## config.mk

```make
export PLATFORM = sky130hd
export DESIGN_NAME = fdp_divider_regs
export DESIGN_NICKNAME = d
export VERILOG_FILES = /design/src/logic/fdp_pkg.sv /design/src/logic/fdp_divider_regs.sv
export SDC_FILE = /design/constraint.sdc
export NUM_CORES = 1
export LEC_CHECK = 0
export BUFFER_PORTS_ARGS = -buffer_cell sky130_fd_sc_hd__buf_4
export CELL_PAD_IN_SITES_DETAIL_PLACEMENT = 1
export CELL_PAD_IN_SITES_GLOBAL_PLACEMENT = 2
export CORE_MARGIN = 10
export CORE_UTILIZATION = 46
export CTS_BUF_LIST = sky130_fd_sc_hd__clkbuf_8
export CTS_CLUSTER_DIAMETER = 80
export DETAILED_ROUTE_END_ITERATION = 6
export HOLD_SLACK_MARGIN = 0.06
export PLACE_DENSITY = 0.88
export SLEW_MARGIN = 15
export SYNTH_ARGS = -nofsm -noshare
export SYNTH_HDL_FRONTEND = slang
export SYNTH_SLANG_ARGS = --single-unit
export TNS_END_PERCENT = 1
```

## constraint.sdc

```tcl
create_clock -name clk -period 13.2 [get_ports clk]
set_input_delay 1.32 -clock clk [delete_from_list [all_inputs] [get_ports clk]]
set_output_delay 1.32 -clock clk [all_outputs]
set_load 0.05 [all_outputs]
```

## src/logic/fdp_pkg.sv

```systemverilog
package fdp_pkg;
	localparam int WORD_W = 24;
	localparam logic [1:0] SEL_N_WORD = 2'h0;
	localparam logic [1:0] SEL_R_WORD = 2'h1;
	localparam int N_RAPID_BIT = 23;
	localparam int N_WHOLE_MSB = 22;
	localparam int N_WHOLE_LSB = 14;
	localparam int N_FINE_MSB = 13;
	localparam int N_FINE_LSB = 2;
	localparam int R_LOAD_BIT = 23;
	localparam int R_MUX_MSB = 22;
	localparam int R_MUX_LSB = 20;
	localparam int R_PRESC_BIT = 18;
	localparam int R_REFC_MSB = 17;
	localparam int R_REFC_LSB = 14;
	localparam int R_DEN_MSB = 13;
	localparam int R_DEN_LSB = 2;
	localparam logic [8:0] WHOLE_RESET = 9'h000;
	localparam logic [11:0] FINE_RESET = 12'h000;
	localparam logic [11:0] DEN_RESET = 12'h002;
	localparam logic [3:0] REFC_RESET = 4'h1;
	localparam logic [3:0] CP_MAX = 4'hF;
	localparam logic [2:0] MUX_TRISTATE = 3'h0;
	localparam logic [2:0] MUX_LOCK = 3'h1;
	localparam logic [2:0] MUX_NDIV = 3'h2;
	localparam logic [2:0] MUX_HIGH = 3'h3;
	localparam logic [2:0] MUX_RDIV = 3'h4;
	localparam logic [2:0] MUX_RAPID = 3'h6;
	localparam logic [2:0] MUX_LOW = 3'h7;
	localparam int LOCK_CNT_NARROW = 24;
	localparam int LOCK_CNT_WIDE = 40;
	localparam int SET_ERR_NS = 15;
	localparam int CLEAR_ERR_NS = 30;
	localparam int CLK_PERIOD_NS = 40;
	localparam int SET_ERR_CYC = (SET_ERR_NS + CLK_PERIOD_NS - 1) / CLK_PERIOD_NS;
	localparam int CLEAR_ERR_CYC = CLEAR_ERR_NS / CLK_PERIOD_NS > 0
		? CLEAR_ERR_NS / CLK_PERIOD_NS : 1;
endpackage : fdp_pkg

```

## src/logic/fdp_divider_regs.sv

```systemverilog
`timescale 1ns/100ps
module fdp_divider_regs
	import fdp_pkg::*;
#(
	parameter int WORD_BITS = WORD_W
)
(
	input wire logic clk,
	input wire logic nrst,
	input wire logic ser_clk,
	input wire logic ser_data,
	input wire logic latch_en,
	input wire logic reference_input,
	input wire logic rf_input,
	input wire logic [3:0] cp_setting,
	input wire logic lock_window_select,
	input wire logic ref_phase,
	input wire logic fb_phase,
	output logic [3:0] cp_current,
	output logic test_out_o,
	output logic test_out_oe,
	output logic lock_detect,
	output logic phase_comparator_ref,
	output logic phase_comparator_fb,
	output logic prescaler_select,
	output logic [11:0] resync_delay
);
	// ==========================================================
	// Pin synchronisers and edge detection.
	logic [2:0] sck_s, le_s, dat_s, ref_s, rf_s, rp_s, fp_s;
	always_ff @(posedge clk or negedge nrst)
	begin
		if (!nrst)
		begin
			sck_s <= 3'h0;
			le_s <= 3'h0;
			dat_s <= 3'h0;
			ref_s <= 3'h0;
			rf_s <= 3'h0;
			rp_s <= 3'h0;
			fp_s <= 3'h0;
		end
		else
		begin
			sck_s <= {sck_s[1:0], ser_clk};
			le_s <= {le_s[1:0], latch_en};
			dat_s <= {dat_s[1:0], ser_data};
			ref_s <= {ref_s[1:0], reference_input};
			rf_s <= {rf_s[1:0], rf_input};
			rp_s <= {rp_s[1:0], ref_phase};
			fp_s <= {fp_s[1:0], fb_phase};
		end
	end
	logic sck_rise, le_rise, ref_rise, rf_rise, rp_rise, fp_rise;
	assign sck_rise = sck_s[1] & ~sck_s[2];
	assign le_rise = le_s[1] & ~le_s[2];
	assign ref_rise = ref_s[1] & ~ref_s[2];
	assign rf_rise = rf_s[1] & ~rf_s[2];
	assign rp_rise = rp_s[1] & ~rp_s[2];
	assign fp_rise = fp_s[1] & ~fp_s[2];

	// ==========================================================
	// Serial shift register and word latch.
	logic [WORD_BITS-1:0] shift;
	always_ff @(posedge clk or negedge nrst)
	begin
		if (!nrst)
			shift <= '0;
		else if (sck_rise)
			shift <= {shift[WORD_BITS-2:0], dat_s[1]};
	end
	logic load_n, load_r;
	assign load_n = le_rise && shift[1:0] == SEL_N_WORD;
	assign load_r = le_rise && shift[1:0] == SEL_R_WORD;

	// ==========================================================
	// Divider registers.
	logic rapid_settle;
	logic [8:0] whole_divide_part;
	logic [11:0] fine_numerator, fine_denominator, den_pending;
	logic [2:0] test_output_select;
	logic [3:0] ref_count;
	always_ff @(posedge clk or negedge nrst)
	begin
		if (!nrst)
		begin
			rapid_settle <= 1'b0;
			whole_divide_part <= WHOLE_RESET;
			fine_numerator <= FINE_RESET;
			fine_denominator <= DEN_RESET;
		end
		else if (load_n)
		begin
			rapid_settle <= shift[N_RAPID_BIT];
			whole_divide_part <= shift[N_WHOLE_MSB:N_WHOLE_LSB];
			fine_numerator <= shift[N_FINE_MSB:N_FINE_LSB];
			fine_denominator <= den_pending;
		end
	end
	always_ff @(posedge clk or negedge nrst)
	begin
		if (!nrst)
		begin
			den_pending <= DEN_RESET;
			resync_delay <= 12'h000;
			test_output_select <= MUX_TRISTATE;
			prescaler_select <= 1'b0;
			ref_count <= REFC_RESET;
		end
		else if (load_r)
		begin
			test_output_select <= shift[R_MUX_MSB:R_MUX_LSB];
			prescaler_select <= shift[R_PRESC_BIT];
			ref_count <= shift[R_REFC_MSB:R_REFC_LSB];
			if (shift[R_LOAD_BIT])
				resync_delay <= shift[R_DEN_MSB:R_DEN_LSB];
			else
				den_pending <= shift[R_DEN_MSB:R_DEN_LSB];
		end
	end

	// ==========================================================
	// Charge pump current.
	always_ff @(posedge clk or negedge nrst)
	begin
		if (!nrst)
			cp_current <= 4'h0;
		else
			cp_current <= rapid_settle ? CP_MAX : cp_setting;
	end

	// ==========================================================
	// Reference counter.
	logic [3:0] ref_cnt;
	logic ref_tick;
	assign ref_tick = ref_rise && ref_cnt <= 4'h1;
	always_ff @(posedge clk or negedge nrst)
	begin
		if (!nrst)
		begin
			ref_cnt <= 4'h0;
			phase_comparator_ref <= 1'b0;
		end
		else
		begin
			if (ref_rise)
				ref_cnt <= ref_tick ? ref_count : ref_cnt - 4'h1;
			if (ref_tick)
				phase_comparator_ref <= ~phase_comparator_ref;
		end
	end

	// ==========================================================
	// Feedback divider with fractional accumulator.
	logic [3:0] pre_mod;
	logic [12:0] fb_cnt, fb_target;
	logic [12:0] acc, acc_sum;
	logic ovf, fb_tick;
	assign pre_mod = prescaler_select ? 4'h8 : 4'h4;
	assign acc_sum = acc + {1'b0, fine_numerator};
	assign ovf = acc_sum >= {1'b0, fine_denominator};
	assign fb_target = {4'h0, whole_divide_part} + {12'h000, ovf};
	assign fb_tick = rf_rise && fb_cnt + 13'h1 >= fb_target;
	always_ff @(posedge clk or negedge nrst)
	begin
		if (!nrst)
		begin
			fb_cnt <= 13'h0000;
			acc <= 13'h0000;
			phase_comparator_fb <= 1'b0;
		end
		else if (load_n)
		begin
			fb_cnt <= 13'h0000;
			acc <= 13'h0000;
		end
		else if (rf_rise)
		begin
			// Prescaler modulus pre_mod is unused; the count is the whole part plus overflow only.
			if (fb_tick)
			begin
				fb_cnt <= 13'h0000;
				phase_comparator_fb <= ~phase_comparator_fb;
				acc <= ovf ? acc_sum - {1'b0, fine_denominator}
					: acc_sum;
			end
			else
				fb_cnt <= fb_cnt + 13'h1;
		end
	end

	// ==========================================================
	// Digital lock detect.
	logic [5:0] good_cnt, err_cnt;
	logic in_err;
	logic [5:0] lock_need;
	logic cmp_done, cmp_small, err_large;
	assign lock_need = lock_window_select ? 6'(LOCK_CNT_WIDE)
		: 6'(LOCK_CNT_NARROW);
	// A comparison ends when both edges coincide or the late edge arrives.
	assign cmp_done = (!in_err && rp_rise && fp_rise)
		|| (in_err && (rp_rise || fp_rise));
	// Only an error shorter than the set limit extends the good run.
	assign cmp_small = !in_err || err_cnt < 6'(SET_ERR_CYC);
	// An error beyond the clear limit drops lock even before it ends.
	assign err_large = in_err && err_cnt > 6'(CLEAR_ERR_CYC);
	always_ff @(posedge clk or negedge nrst)
	begin
		if (!nrst)
		begin
			in_err <= 1'b0;
			err_cnt <= 6'h00;
		end
		else if (rp_rise != fp_rise && !in_err)
		begin
			in_err <= 1'b1;
			err_cnt <= 6'h01;
		end
		else if (in_err && (rp_rise || fp_rise))
			in_err <= 1'b0;
		else if (in_err && err_cnt != 6'h3F)
			err_cnt <= err_cnt + 6'h01;
	end
	always_ff @(posedge clk or negedge nrst)
	begin
		if (!nrst)
		begin
			good_cnt <= 6'h00;
			lock_detect <= 1'b0;
		end
		else if (load_n || err_large)
		begin
			good_cnt <= 6'h00;
			lock_detect <= 1'b0;
		end
		else if (cmp_done && !cmp_small)
			good_cnt <= 6'h00;
		else if (cmp_done)
		begin
			if (good_cnt + 6'h01 >= lock_need)
				lock_detect <= 1'b1;
			else
				good_cnt <= good_cnt + 6'h01;
		end
	end

	// ==========================================================
	// Test output multiplexer.
	always_ff @(posedge clk or negedge nrst)
	begin
		if (!nrst)
		begin
			test_out_o <= 1'b0;
			test_out_oe <= 1'b0;
		end
		else
		begin
			test_out_oe <= 1'b1;
			case (test_output_select)
				MUX_TRISTATE: test_out_oe <= 1'b0;
				MUX_LOCK: test_out_o <= lock_detect;
				MUX_NDIV: test_out_o <= phase_comparator_fb;
				MUX_HIGH: test_out_o <= 1'b1;
				MUX_RDIV: test_out_o <= phase_comparator_ref;
				MUX_RAPID:
				begin
					test_out_o <= 1'b0;
					test_out_oe <= rapid_settle;
				end
				MUX_LOW: test_out_o <= 1'b0;
				default: test_out_oe <= 1'b0;
			endcase
		end
	end
	logic unused;
	assign unused = pre_mod[0];
endmodule : fdp_divider_regs

```

# Word-level counts from Yosys, hierarchy flattened
# Index checks and enable logic that the tools add are counted.
# Widths: inputs -> output; s select.
# totals
output_inout_bits,22
ram_bits,0
register_bits,162
romBits,0
memories,0
latchBits,0
# op_classes
bitwise,16
shift,0
n_div,0
order_cmp,6
muxes,25
multipliers,0
reduce_logical,35
n_eq_ne,12
addsub,7
# ops
op,count
$mux 13,7
$mux 6,8
$add 13x1->13 const B,1
$add 13x12->13,1
$ge 13x10->1,1
$ge 13x12->1,1
$sub 13x12->13,1
$add 6x1->6 const B,2
$reduce_bool 2->1,6
$logic_and 1x1->1,11
$add 9x1->10,1
$not 1->1,10
$reduce_and 2->1,5
$eq 3x3->1 const B,3
$mux 4,2
$and 1x1->1,6
$eq 3x2->1 const B,2
$ge 6x6->1,1
$gt 6x1->1 const B,1
$lt 6x1->1 const B,1
$mux 1,6
$ne 6x6->1 const B,1
$reduce_and 3->1,2
$pmux 1 s5,1
16 further kinds,20

# Longest topological paths before layout
# Gate-level depths: netlist of run 1.
# depth
word_depth,8
depth_mapped,29

# Worst setup path before layout of run 1
# Ideal clock, no wire load.
# synth_timing
path_kind,flip-flop to flip-flop
from,reg fine_numerator[0]
to,reg fb_cnt[3]
path_stages_with_launch,28
n_path_buf,1
arrival_ps,5408
setup_ps,96
setup_slack_ps,7696
cell_sequence,dfrtp_1 > ha_1 > inv_1 > fa_1 > nor2b_1 > o31a_1 > o22a_1 > a21o_2 > a21oi_1 > xor2_1 > inv_1 > ha_1 > and3_1 > and4_1 > o21ai_1 > nand2_4 > ha_1 > and3_1 > nand3_1 > xor2_1 > ha_1 > and4_1 > a221oi_1 > o21ai_0 > o21ai_0 > clkbuf_1 > nand3_2 > o31ai_1
# synth_between
elab_chain_cells,8
# synth_rtl
element,line_no,rtl
"start, declared",fdp_divider_regs.sv:80,"logic [11:0] fine_numerator, fine_denominator, den_pending;"
"start signal, assigned",fdp_divider_regs.sv:96,fine_numerator <= shift[N_FINE_MSB:N_FINE_LSB];
$add 13x12->13,fdp_divider_regs.sv:160,"assign acc_sum = acc + {1'b0, fine_numerator};"
$ge 13x12->1,fdp_divider_regs.sv:161,"assign ovf = acc_sum >= {1'b0, fine_denominator};"
$add 9x1->10,fdp_divider_regs.sv:162,"assign fb_target = {4'h0, whole_divide_part} + {12'h000, ovf};"
$ge 13x10->1,fdp_divider_regs.sv:163,assign fb_tick = rf_rise && fb_cnt + 13'h1 >= fb_target;
$logic_and 1x1->1,fdp_divider_regs.sv:163,
$mux 13,fdp_divider_regs.sv:180,if (fb_tick)
$mux 13,fdp_divider_regs.sv:177,else if (rf_rise)
$mux 13,fdp_divider_regs.sv:172,else if (load_n)
"end signal, assigned",fdp_divider_regs.sv:188,fb_cnt <= fb_cnt + 13'h1;
"end, declared",fdp_divider_regs.sv:156,"logic [12:0] fb_cnt, fb_target;"
# Every way passes these cells. The select of a mux whose other input is x is not followed.
# A chain may end at the register's enable or synchronous reset.

# Worst setup path after layout of run 1
# layout_timing
from,reg acc[0]
to,reg acc[2]
# layout_between
elab_chain_cells,7
word_cells_on_any_way,12
cone_classes,add/sub: 3; order compare: 2; mux: 4; reduce/logical: 3
# layout_rtl
element,line_no,rtl
"start, declared",fdp_divider_regs.sv:157,"logic [12:0] acc, acc_sum;"
"start signal, assigned",fdp_divider_regs.sv:184,"acc <= ovf ? acc_sum - {1'b0, fine_denominator}"
$add 13x12->13 (*),fdp_divider_regs.sv:160,
$ge 13x12->1,fdp_divider_regs.sv:161,
$add 9x1->10,fdp_divider_regs.sv:162,
$ge 13x10->1,fdp_divider_regs.sv:163,
$logic_and 1x1->1,fdp_divider_regs.sv:163,
$reduce_bool 2->1 (no source line),-,
$reduce_and 2->1 (no source line),-,
# Every way passes the cells marked *; elsewhere a longest branch is shown, timed or not. The select of a mux whose other input is x is not followed.

==> flow_summary.toml, run 1 <==
[route]
drc_errors = 0
routed-via-count = 5668
wl_met2_mm = 9.07
wl_met1_mm = 9.31
wl_per_cell_um = 18.2
drtPass1Iterations = 4
top_layer_used = "met4"
wl_met3_um = 412
drtIter0Drc = 177
ant_nets = 0
wirelength_mm = 18.9
routed_via_density = 5.46

[synth]
async_flop_share = 1.00
synth_cells = 770
synth-seq-area-share = 0.495
synth_area_um2 = 8200
synth_flop_cell = "dfrtp_1"
synth.avg_cell_area_um2 = 10.7
synth_seq_cells = 162
synth_nets = 833
synth-edff-count = 0
synth_warnings = 0
synth_cell_type_count = 68
yosys.area.top_type = "dfrtp_1"
yosys-top-cells-area = "dfrtp_1 (49%), mux2_2 (8.0%), ha_1 (7.2%)"
synth_top_cell_area_share = 0.485

[finish]
diodes = 0
post-route-util = 0.523
multiInputGateArea_um2 = 3930
drive_gt1_frac = 0.199
fin_area_um2 = 9110
final_cells = 1038
final_common_cell = "dfrtp_1"
nets = 864
area_delta_synth_final_pct = 11.1
layout_common_cells = "dfrtp_1 (159), nand2_1 (136), mux2_2 (58)"
final-seq-area_um2 = 4060
fillers = 1889

[outcome]
outcome = "finished, final reports clean"

[grt]
grt_use_total = 0.162
grt_max_degree = 100
grt_antenna_before_repair = 0
grt_pass1_vias = 6194
grt_pass1_wl_mm = 32.0
grt_overflow_total = 0

[placement]
place_hpwl_mm = 13.7
io_buffers = 35
gp_congestion = 0.829
place_ws_ns = 6.69
place_inst = 1007
dpl_cell_area_um2 = 8680

[sta]
tns_ns = 0
period_needed_ns = 6.72
hold_violations = 0
fmax_mhz = 149
fin_skew_ns = 0.0137
setup_ws_ns = 6.48
post-route-period-util = 0.509
setup_viol = 0
worstMarginPinSlew_ns = 1.06
relSlewSlack = 0.292
rsz0062_at_grt = "no"
drv_slew = 0
holdWs_ns = 0.361

[floorplan]
fp-row-count = 48
ios = 36
die_y_um = 154
die_w_um = 154
start_util = 0.471
core_um2 = 17400
fp.dieArea_um2 = 23600

[power]
p_clk_frac = 0.180
p_sw_mw = 0.962
seq_power_share = 0.320
comb_power_share = 0.500
p_leak_nw = 4.42
power_density_nw_per_um2 = 241
vdd_drop_max_mv = 0.119
switching_share = 0.438
finalPower_mw = 2.20
intPower_mw = 1.24

[worst_setup_path]
crit_top_cell = "ha_1"
end_kind = "flip-flop"
cpMaxStageDelayCell = "a21boi_2"
path_class = "flip-flop to flip-flop"
worstPathMaxFanout = 20
max_stage_delay_ns = 0.80
critPathArrivalTime_ns = 7.08
worst_setup_path_start_kind = "flip-flop"
cp.required_ns = 13.56

[cts]
clkLatencyLatePin_ns = 0.45
clkTransAtPathRegs_ns = 0.09
cts_root_buffer = "clkbuf_8"
clkSinkCount = 162
holdBufCountCts = 0
cts_tree = "done"
cts_made_buffers = 17
cts_setup_buffers = 0
cts_resized = 0
htreeDepth = 4
cts.path.max_buffers = 2

[worst_hold_path]
hp-class = "flip-flop to flip-flop"

[flow_run]
maxCapViolCount = 0
## state kept, by name, summed over array words and instances (netlist names), 4 cells and up
signal and cells:
cp_current 4, shift 24, den_pending 12, resync_delay 12, fine_numerator 12, fb_cnt 13
acc 13, good_cnt 6, whole_divide_part 9, ref_cnt 4, err_cnt 6, ref_count 4
fine_denominator 12
## Yosys cell counts, types with 2 or more instances
cell	instances
dfrtp_1	159
o211ai_1	8
a22o_1	2
nor2_1	29
a31oi_1	3
buf_2	5
a32o_1	2
o21bai_1	2
and4_1	4
nor3_1	9
o2bb2ai_1	2
o21a_1	4
o311ai_1	2
or2_2	9
and2_1	5
o2111ai_1	3
nand2_1	136
xor2_1	21
a41oi_1	2
fa_1	2
a41o_1	4
o22a_1	2
nand3_1	16
o31a_1	2
nand4_1	10
inv_1	33
nor4_1	3
ha_1	47
dfstp_2	3
a211oi_1	4
o31ai_1	7
a21o_1	14
nor2b_1	8
xnor2_1	25
o21ai_0	29
a21oi_1	23
o21ai_1	2
nand2b_1	9
clkbuf_1	19
o211ai_2	7
mux2_2	58
or3_1	3
and3_1	8
## path summary, 6_finish.rpt
path                         start               to  slack, ns  cells past startpoint
max reg2reg                 acc[0]           acc[2]       6.48                     28
min                        rf_s[0]          rf_s[1]       0.36                      0
max                         acc[0]           acc[2]       6.48                     28
min reg2reg                rf_s[0]          rf_s[1]       0.36                      0
min in group asynchronous     nrst       err_cnt[0]       0.96                      1
max in group asynchronous     nrst  den_pending[11]      10.85                      2
## per-layer routing
| metal | track usage | up-vias |
|---|---|---|
| met5 | 0 | - |
| met1 | 0.218 | 2874 |
| li1 | - | 2738 |
| met4 | 0.0351 | 0 |
| met3 | 0.0321 | 7 |
| met2 | 0.265 | 49 |
## worst max-delay path, delay by kind of cell, from the launching register on
kind / cells / cell delay (ns)
AOI/OAI and AO/OA: 13 / 3.10
buffers and inverters: 3 / 0.34
and+or+nand+nor: 4 / 0.69
adders and majority gates: 6 / 1.76
DFF: 1 / 0.38
xor gates and xnor gates: 2 / 0.36
## power groups by stage
stage               Combinational [mW]  Clock, mW  Sequential [mW]
floorplan                        0.824          0            0.689
global placement                  1.03          0            0.704
detailed placement                1.09          0            0.712
CTS                               1.10      0.405            0.702
global route                      1.22      0.429            0.718
finish                            1.10      0.395            0.703
## cell families after synthesis
family          Yosys count  synth area share
simple gates            256             0.145
mux                      61            0.0854
fa+ha+maj                49            0.0766
xor+xnor                 46            0.0491
flops                   162             0.495
buf+inv                  59            0.0287
compound gates          137             0.121
## area by class of cell
type / count / share of cell area
flip-flops and latches: 162 / 0.445
repair buffers: 38 / 0.0317
inverters: 33 / 0.0136
clock inverters: 14 / 0.0214
clock buffers: 17 / 0.0257
multi-input cells: 549 / 0.431
well taps: 225 / 0.0309
Note: power is estimated with default switching activity, not from simulation.
==> run 2, diff against run 1 <==
--- a/config.mk
+++ b/config.mk
@@ -5,16 +5,17 @@
 export SDC_FILE = /design/constraint.sdc
 export NUM_CORES = 1
 export LEC_CHECK = 0
+export ABC_AREA = 1
 export BUFFER_PORTS_ARGS = -buffer_cell sky130_fd_sc_hd__buf_4
 export CELL_PAD_IN_SITES_DETAIL_PLACEMENT = 1
 export CELL_PAD_IN_SITES_GLOBAL_PLACEMENT = 2
 export CORE_MARGIN = 10
-export CORE_UTILIZATION = 46
+export CORE_UTILIZATION = 36
 export CTS_BUF_LIST = sky130_fd_sc_hd__clkbuf_8
 export CTS_CLUSTER_DIAMETER = 80
 export DETAILED_ROUTE_END_ITERATION = 6
 export HOLD_SLACK_MARGIN = 0.06
-export PLACE_DENSITY = 0.88
+export PLACE_DENSITY = 0.8
 export SLEW_MARGIN = 15
 export SYNTH_ARGS = -nofsm -noshare
 export SYNTH_HDL_FRONTEND = slang
==> constraint.sdc (replaced) <==
create_clock -name clk -period 5.9 [get_ports clk]
set_input_delay 0.59 -clock clk [delete_from_list [all_inputs] [get_ports clk]]
set_output_delay 0.59 -clock clk [all_outputs]
set_load 0.05 [all_outputs]
==> flow_summary.toml, run 2 <==
[outcome]
outcome = "finished, final reports clean"

[sta]
worstMarginPinSlew_ns = 0.975
period_needed_ns = 5.35
drv_slew = 0
hold_violations = 0
fin_skew_ns = 0.0154
setup_viol = 0
relSlewSlack = 0.349
holdWs_ns = 0.233
setup_ws_ns = 0.548
fmax_mhz = 187
post-route-period-util = 0.907

[synth]
synth_nets = 1074
synth_area_um2 = 8430
synth_commonest_cells = "nand2_1 (257), dfrtp_1 (159), inv_1 (150)"
synth_flop_cell = "dfrtp_1"
synth_top_cell_area_share = 0.472
synth_cell_type_count = 43
yosys.area.top_type = "dfrtp_1"
synth-seq-area-share = 0.481
synth_warnings = 0
synth_most_common_cell = "nand2_1"
synth-edff-count = 0
async_flop_share = 1.00
yosys-top-cells-area = "dfrtp_1 (47%), nand2_1 (11%), ha_1 (7.0%)"
synth.avg_cell_area_um2 = 8.34
synth_seq_cells = 162
synth_cells = 1011

[cts]
clkTransAtPathRegs_ns = 0.10
clkLatencyLatePin_ns = 0.46
cts_tree = "done"
cts_setup_buffers = 0
cts_root_buffer = "clkbuf_8"
cts.path.max_buffers = 2
clkSinkCount = 162
cts_made_buffers = 17
htreeDepth = 4

[finish]
diodes = 0
largest_register_ffs = 24
largest-register = "shift"
final_common_cell = "nand2_1"
top_regs = "shift: 24 flops, acc: 13 flops, fb_cnt: 13 flops"
final_cells = 1377
drive_gt1_frac = 0.102
area_delta_synth_final_pct = 11.9
layout_common_cells = "nand2_1 (257), dfrtp_1 (159), inv_1 (150)"
nets = 1114

[route]
drtIter0Drc = 292
wl_met2_mm = 9.47
drc_errors = 0
wirelength_mm = 20.7
wl_met3_um = 383
drtPass1Iterations = 4
routed_via_density = 4.78
wl_per_cell_um = 15.0
wl_met1_mm = 10.7
ant_nets = 0
routed-via-count = 6576
top_layer_used = "met4"

[power]
power_density_nw_per_um2 = 514
p_leak_nw = 4.72
vdd_drop_max_mv = 0.230
finalPower_mw = 4.85

[grt]
grt_pass1_vias = 6911
grt_pass1_wl_mm = 35.3
grt_max_degree = 79
grt_use_total = 0.140
grt_overflow_total = 0
grt_antenna_before_repair = 0

[floorplan]
ios = 36
start_util = 0.369
die_y_um = 173
fp-row-count = 55
die_w_um = 173
fp.dieArea_um2 = 29900
core_um2 = 22800

[worst_setup_path]
worst_setup_path_start_kind = "flip-flop"
reg2reg_from = "fine_numerator[0]"
critical-path-top-delay-family = "simple AND/OR/NAND/NOR gates"
worstPathMaxFanout = 13
crit_cells = 39
path_class = "flip-flop to flip-flop"
endpoint = "acc[12]"
reg2reg_slack_ns = 0.55
cp.required_ns = 6.28
end_kind = "flip-flop"
worst-path-buf-inv = 5
r2r-end = "acc[12]"
critPathArrivalTime_ns = 5.73
cpMaxStageDelayCell = "fa_1"
crit_top_cell = "nand2_1"
r2r_cells = 39
max_stage_delay_ns = 0.40
cp-startpoint = "fine_numerator[0]"

[placement]
place_ws_ns = 0.262
io_buffers = 35
place_hpwl_mm = 15.4
gp_congestion = 0.792
place_inst = 1344

[worst_hold_path]
hp-class = "input port to flip-flop"
holdPathStages = 1

[flow_run]
maxCapViolCount = 0
## run 2: metrics by stage
stage / setup TNS (ns) / utilization / instance area, um^2
2_1_floorplan: 0 / - / 8430
3_5_place_dp: 0 / 0.395 / 9030
4_1_cts: 0 / 0.413 / 9430
5_1_grt: -0.00232 / 0.413 / 9440
3_3_place_gp: 0 / 0.395 / 9030
6_report: 0 / 0.413 / 9440
## run 2: how the worst min path moves through the flow
stage               startpoint        to
floorplan                 nrst    acc[0]
global placement      sck_s[0]  sck_s[1]
detailed placement     fp_s[0]   fp_s[1]
CTS                   latch_en   le_s[0]
global route          latch_en   le_s[0]
finish                rf_input   rf_s[0]
## run 2: power by group
part	switching [mW]	internal (mW)	total (mW)
logic	1.60	0.882	2.48
registers	0.192	1.37	1.56
clock network	0.490	0.326	0.816
## run 2: timing repair
item / in CTS / in global routing
setup endpoints to repair: 0 / 23
hold buffers: 1 / 0
endpoints found under the hold margin: 35 / 0
resized for setup: 0 / 4
## run 2: area by class of cell
class | count | area [um^2]
Clock buffer | 18 | 248
Fill cell | 2809 | 13400
Tap cell | 313 | 392
Sequential cell | 162 | 4060
Clock inverter | 14 | 138
Inverter | 154 | 581
Timing Repair Buffer | 44 | 340
Multi-Input combinational cell | 672 | 3680
## run 2: cell families (layout without fill, tap and decap cells)
kind of cell | Yosys count | in the layout | share of synthesized area
AND/OR/NAND/NOR | 426 | 426 | 0.226
buffers and inverters | 177 | 230 | 0.0825
AO/OA/AOI/OAI | 164 | 164 | 0.102
flip-flops | 162 | 162 | 0.481
adder cells (fa/ha/maj) | 49 | 49 | 0.0745
XOR/XNOR | 33 | 33 | 0.0343
## run 2: layer usage
layer / vias up / global-route usage
li1: 3314 / -
met1: 3197 / 0.193
met3: 17 / 0.0246
met5: - / 0
met4: 0 / 0.0349
met2: 48 / 0.223
==> run 3, diff against run 2 <==
--- a/config.mk
+++ b/config.mk
@@ -5,16 +5,14 @@
 export SDC_FILE = /design/constraint.sdc
 export NUM_CORES = 1
 export LEC_CHECK = 0
-export ABC_AREA = 1
 export BUFFER_PORTS_ARGS = -buffer_cell sky130_fd_sc_hd__buf_4
 export CELL_PAD_IN_SITES_DETAIL_PLACEMENT = 1
 export CELL_PAD_IN_SITES_GLOBAL_PLACEMENT = 2
 export CORE_MARGIN = 10
-export CORE_UTILIZATION = 36
+export CORE_UTILIZATION = 39
 export CTS_BUF_LIST = sky130_fd_sc_hd__clkbuf_8
 export CTS_CLUSTER_DIAMETER = 80
 export DETAILED_ROUTE_END_ITERATION = 6
-export HOLD_SLACK_MARGIN = 0.06
 export PLACE_DENSITY = 0.8
 export SLEW_MARGIN = 15
 export SYNTH_ARGS = -nofsm -noshare
==> flow_summary.toml, run 3 (synthesis results as in run 1) <==
[sta]
period_needed_ns = 5.65
worstMarginPinSlew_ns = 1.22
hold_violations = 0
fmax_mhz = 177
rsz0062_at_grt = "yes"
fin_skew_ns = 0.0204
post-route-period-util = 0.958
drv_slew = 0
setup_ws_ns = 0.249
relSlewSlack = 0.184
setup_viol = 0

[route]
drtIter0Drc = 266
routed_via_density = 5.28
ant_nets = 0
wl_per_cell_um = 18.3
drtPass1Iterations = 4
drc_errors = 0
routed-via-count = 5837
wirelength_mm = 20.2

[worst_setup_path]
cp.required_ns = 6.27
critPathArrivalTime_ns = 6.02
endpoint = "fb_cnt[5]"
end_kind = "flip-flop"
reg2reg_slack_ns = 0.25
reg2reg_from = "acc[1]"
cp-startpoint = "acc[1]"
worst_setup_path_start_kind = "flip-flop"
worstPathMaxFanout = 12
r2r_cells = 27
r2r-end = "fb_cnt[5]"
path_class = "flip-flop to flip-flop"

[finish]
final-seq-area_um2 = 4060
largest-register = "shift"
area_delta_synth_final_pct = 15.7
layout_common_cells = "dfrtp_1 (159), nand2_1 (133), mux2_2 (58)"
multiInputGateArea_um2 = 4110
final_common_cell = "dfrtp_1"
post-route-util = 0.463
largest_register_ffs = 24
diodes = 0
fillers = 2263
nets = 886
top_regs = "shift: 24 flops, acc: 13 flops, fb_cnt: 13 flops"
drive_gt1_frac = 0.239

[cts]
htreeDepth = 4
clkLatencyLatePin_ns = 0.47
clkSinkCount = 162
cts_tree = "done"
cts_made_buffers = 17
clkTransAtPathRegs_ns = 0.09
cts_root_buffer = "clkbuf_8"
cts.path.max_buffers = 2

[floorplan]
fp-row-count = 52
fp.dieArea_um2 = 27200
ios = 36
die_y_um = 165
start_util = 0.400
core_um2 = 20500
die_w_um = 165

[grt]
grt_max_degree = 107
grt_antenna_before_repair = 0
grt_pass1_wl_mm = 33.4
met3_usage = 0.0256
met1_usage = 0.214
busiest_layer = "met2"
grt_overflow_total = 0
grt_use_total = 0.153
met2_usage = 0.239
grt_pass1_vias = 6167

[outcome]
outcome = "finished, final reports clean"

[power]
finalPower_mw = 5.20
power_density_nw_per_um2 = 548
vdd_drop_max_mv = 0.354
p_leak_nw = 4.54

[placement]
place_ws_ns = -0.291
gp_congestion = 0.865
io_buffers = 35
place_hpwl_mm = 14.0

[worst_hold_path]
hp-class = "input port to flip-flop"

[flow_run]
maxCapViolCount = 0
[run 3: where the power goes]
group | leakage [nW] | internal [mW] | total (mW) | switching, mW
Clock | 0.203 | 0.388 | 0.842 | 0.454
Sequential | 2.11 | 1.36 | 1.58 | 0.226
Combinational | 2.23 | 1.18 | 2.78 | 1.60
Total | 4.54 | 2.92 | 5.20 | 2.28
[run 3: area by class of cell]
type | count | share of cell area
clock buffer | 17 | 0.0247
sequential | 162 | 0.428
timing repair buffer | 57 | 0.0481
clock inverter | 15 | 0.0177
multi-input combinational | 552 | 0.433
tap | 270 | 0.0356
inverter | 33 | 0.0131
[run 3: worst min-delay path by stage]
stage               endpoint  cells after the start            start
floorplan             acc[0]                      0             nrst
global placement    sck_s[1]                      0         sck_s[0]
detailed placement   rf_s[1]                      0          rf_s[0]
CTS                 ref_s[0]                      1  reference_input
global route        ref_s[0]                      1  reference_input
finish              dat_s[0]                      1         ser_data
[run 3: worst max-delay path: stages (launching register included)]
cell,delay [ns]
dfrtp_1,0.43
ha_1,0.33
a211oi_2,0.24
o21bai_1,0.11
a21oi_1,0.23
o21bai_1,0.10
a21o_1,0.19
xnor2_1,0.29
inv_1,0.11
ha_1,0.30
and4_1,0.21
a41oi_2,0.24
nand2_2,0.11
mux2i_4,0.20
nand2_4,0.07
ha_1,0.19
ha_1,0.23
nand3_1,0.11
xor2_1,0.19
ha_1,0.28
buf_4,0.15
a221oi_2,0.23
o21ai_1,0.10
o21ai_1,0.13
buf_4,0.17
buf_12,0.15
nand3_4,0.16
o31ai_4,0.31
[run 3: repair_timing]
item | in CTS | in global routing
pin swaps | 2 | 9
setup buffers | 0 | 3
setup endpoints to repair | 19 | 24
hold buffers | 0 | 0
gates cloned | 2 | 1
endpoints found under the hold margin | 0 | 0
gates resized for setup | 7 | 25
[run 3: per-layer routing]
layer	wire length (um)	part of all wire
met5	0	0
met3	505	0.025
met1	9910	0.49
met2	9500	0.47
met4	296	0.015
[run 3: per-stage QoR]
stage / cell area (um^2) / std cells / setup TNS (ns) / hold slack [ns]
floorplan: 8200 / 770 / 0 / 0.294
global placement: 8850 / 1068 / 0 / 0.333
detailed placement: 8850 / 1068 / -3.27 / 0.336
CTS: 9320 / 1102 / 0 / 0.213
global route: 9490 / 1106 / -0.186 / 0.197
finish: 9490 / 1106 / 0 / 0.234
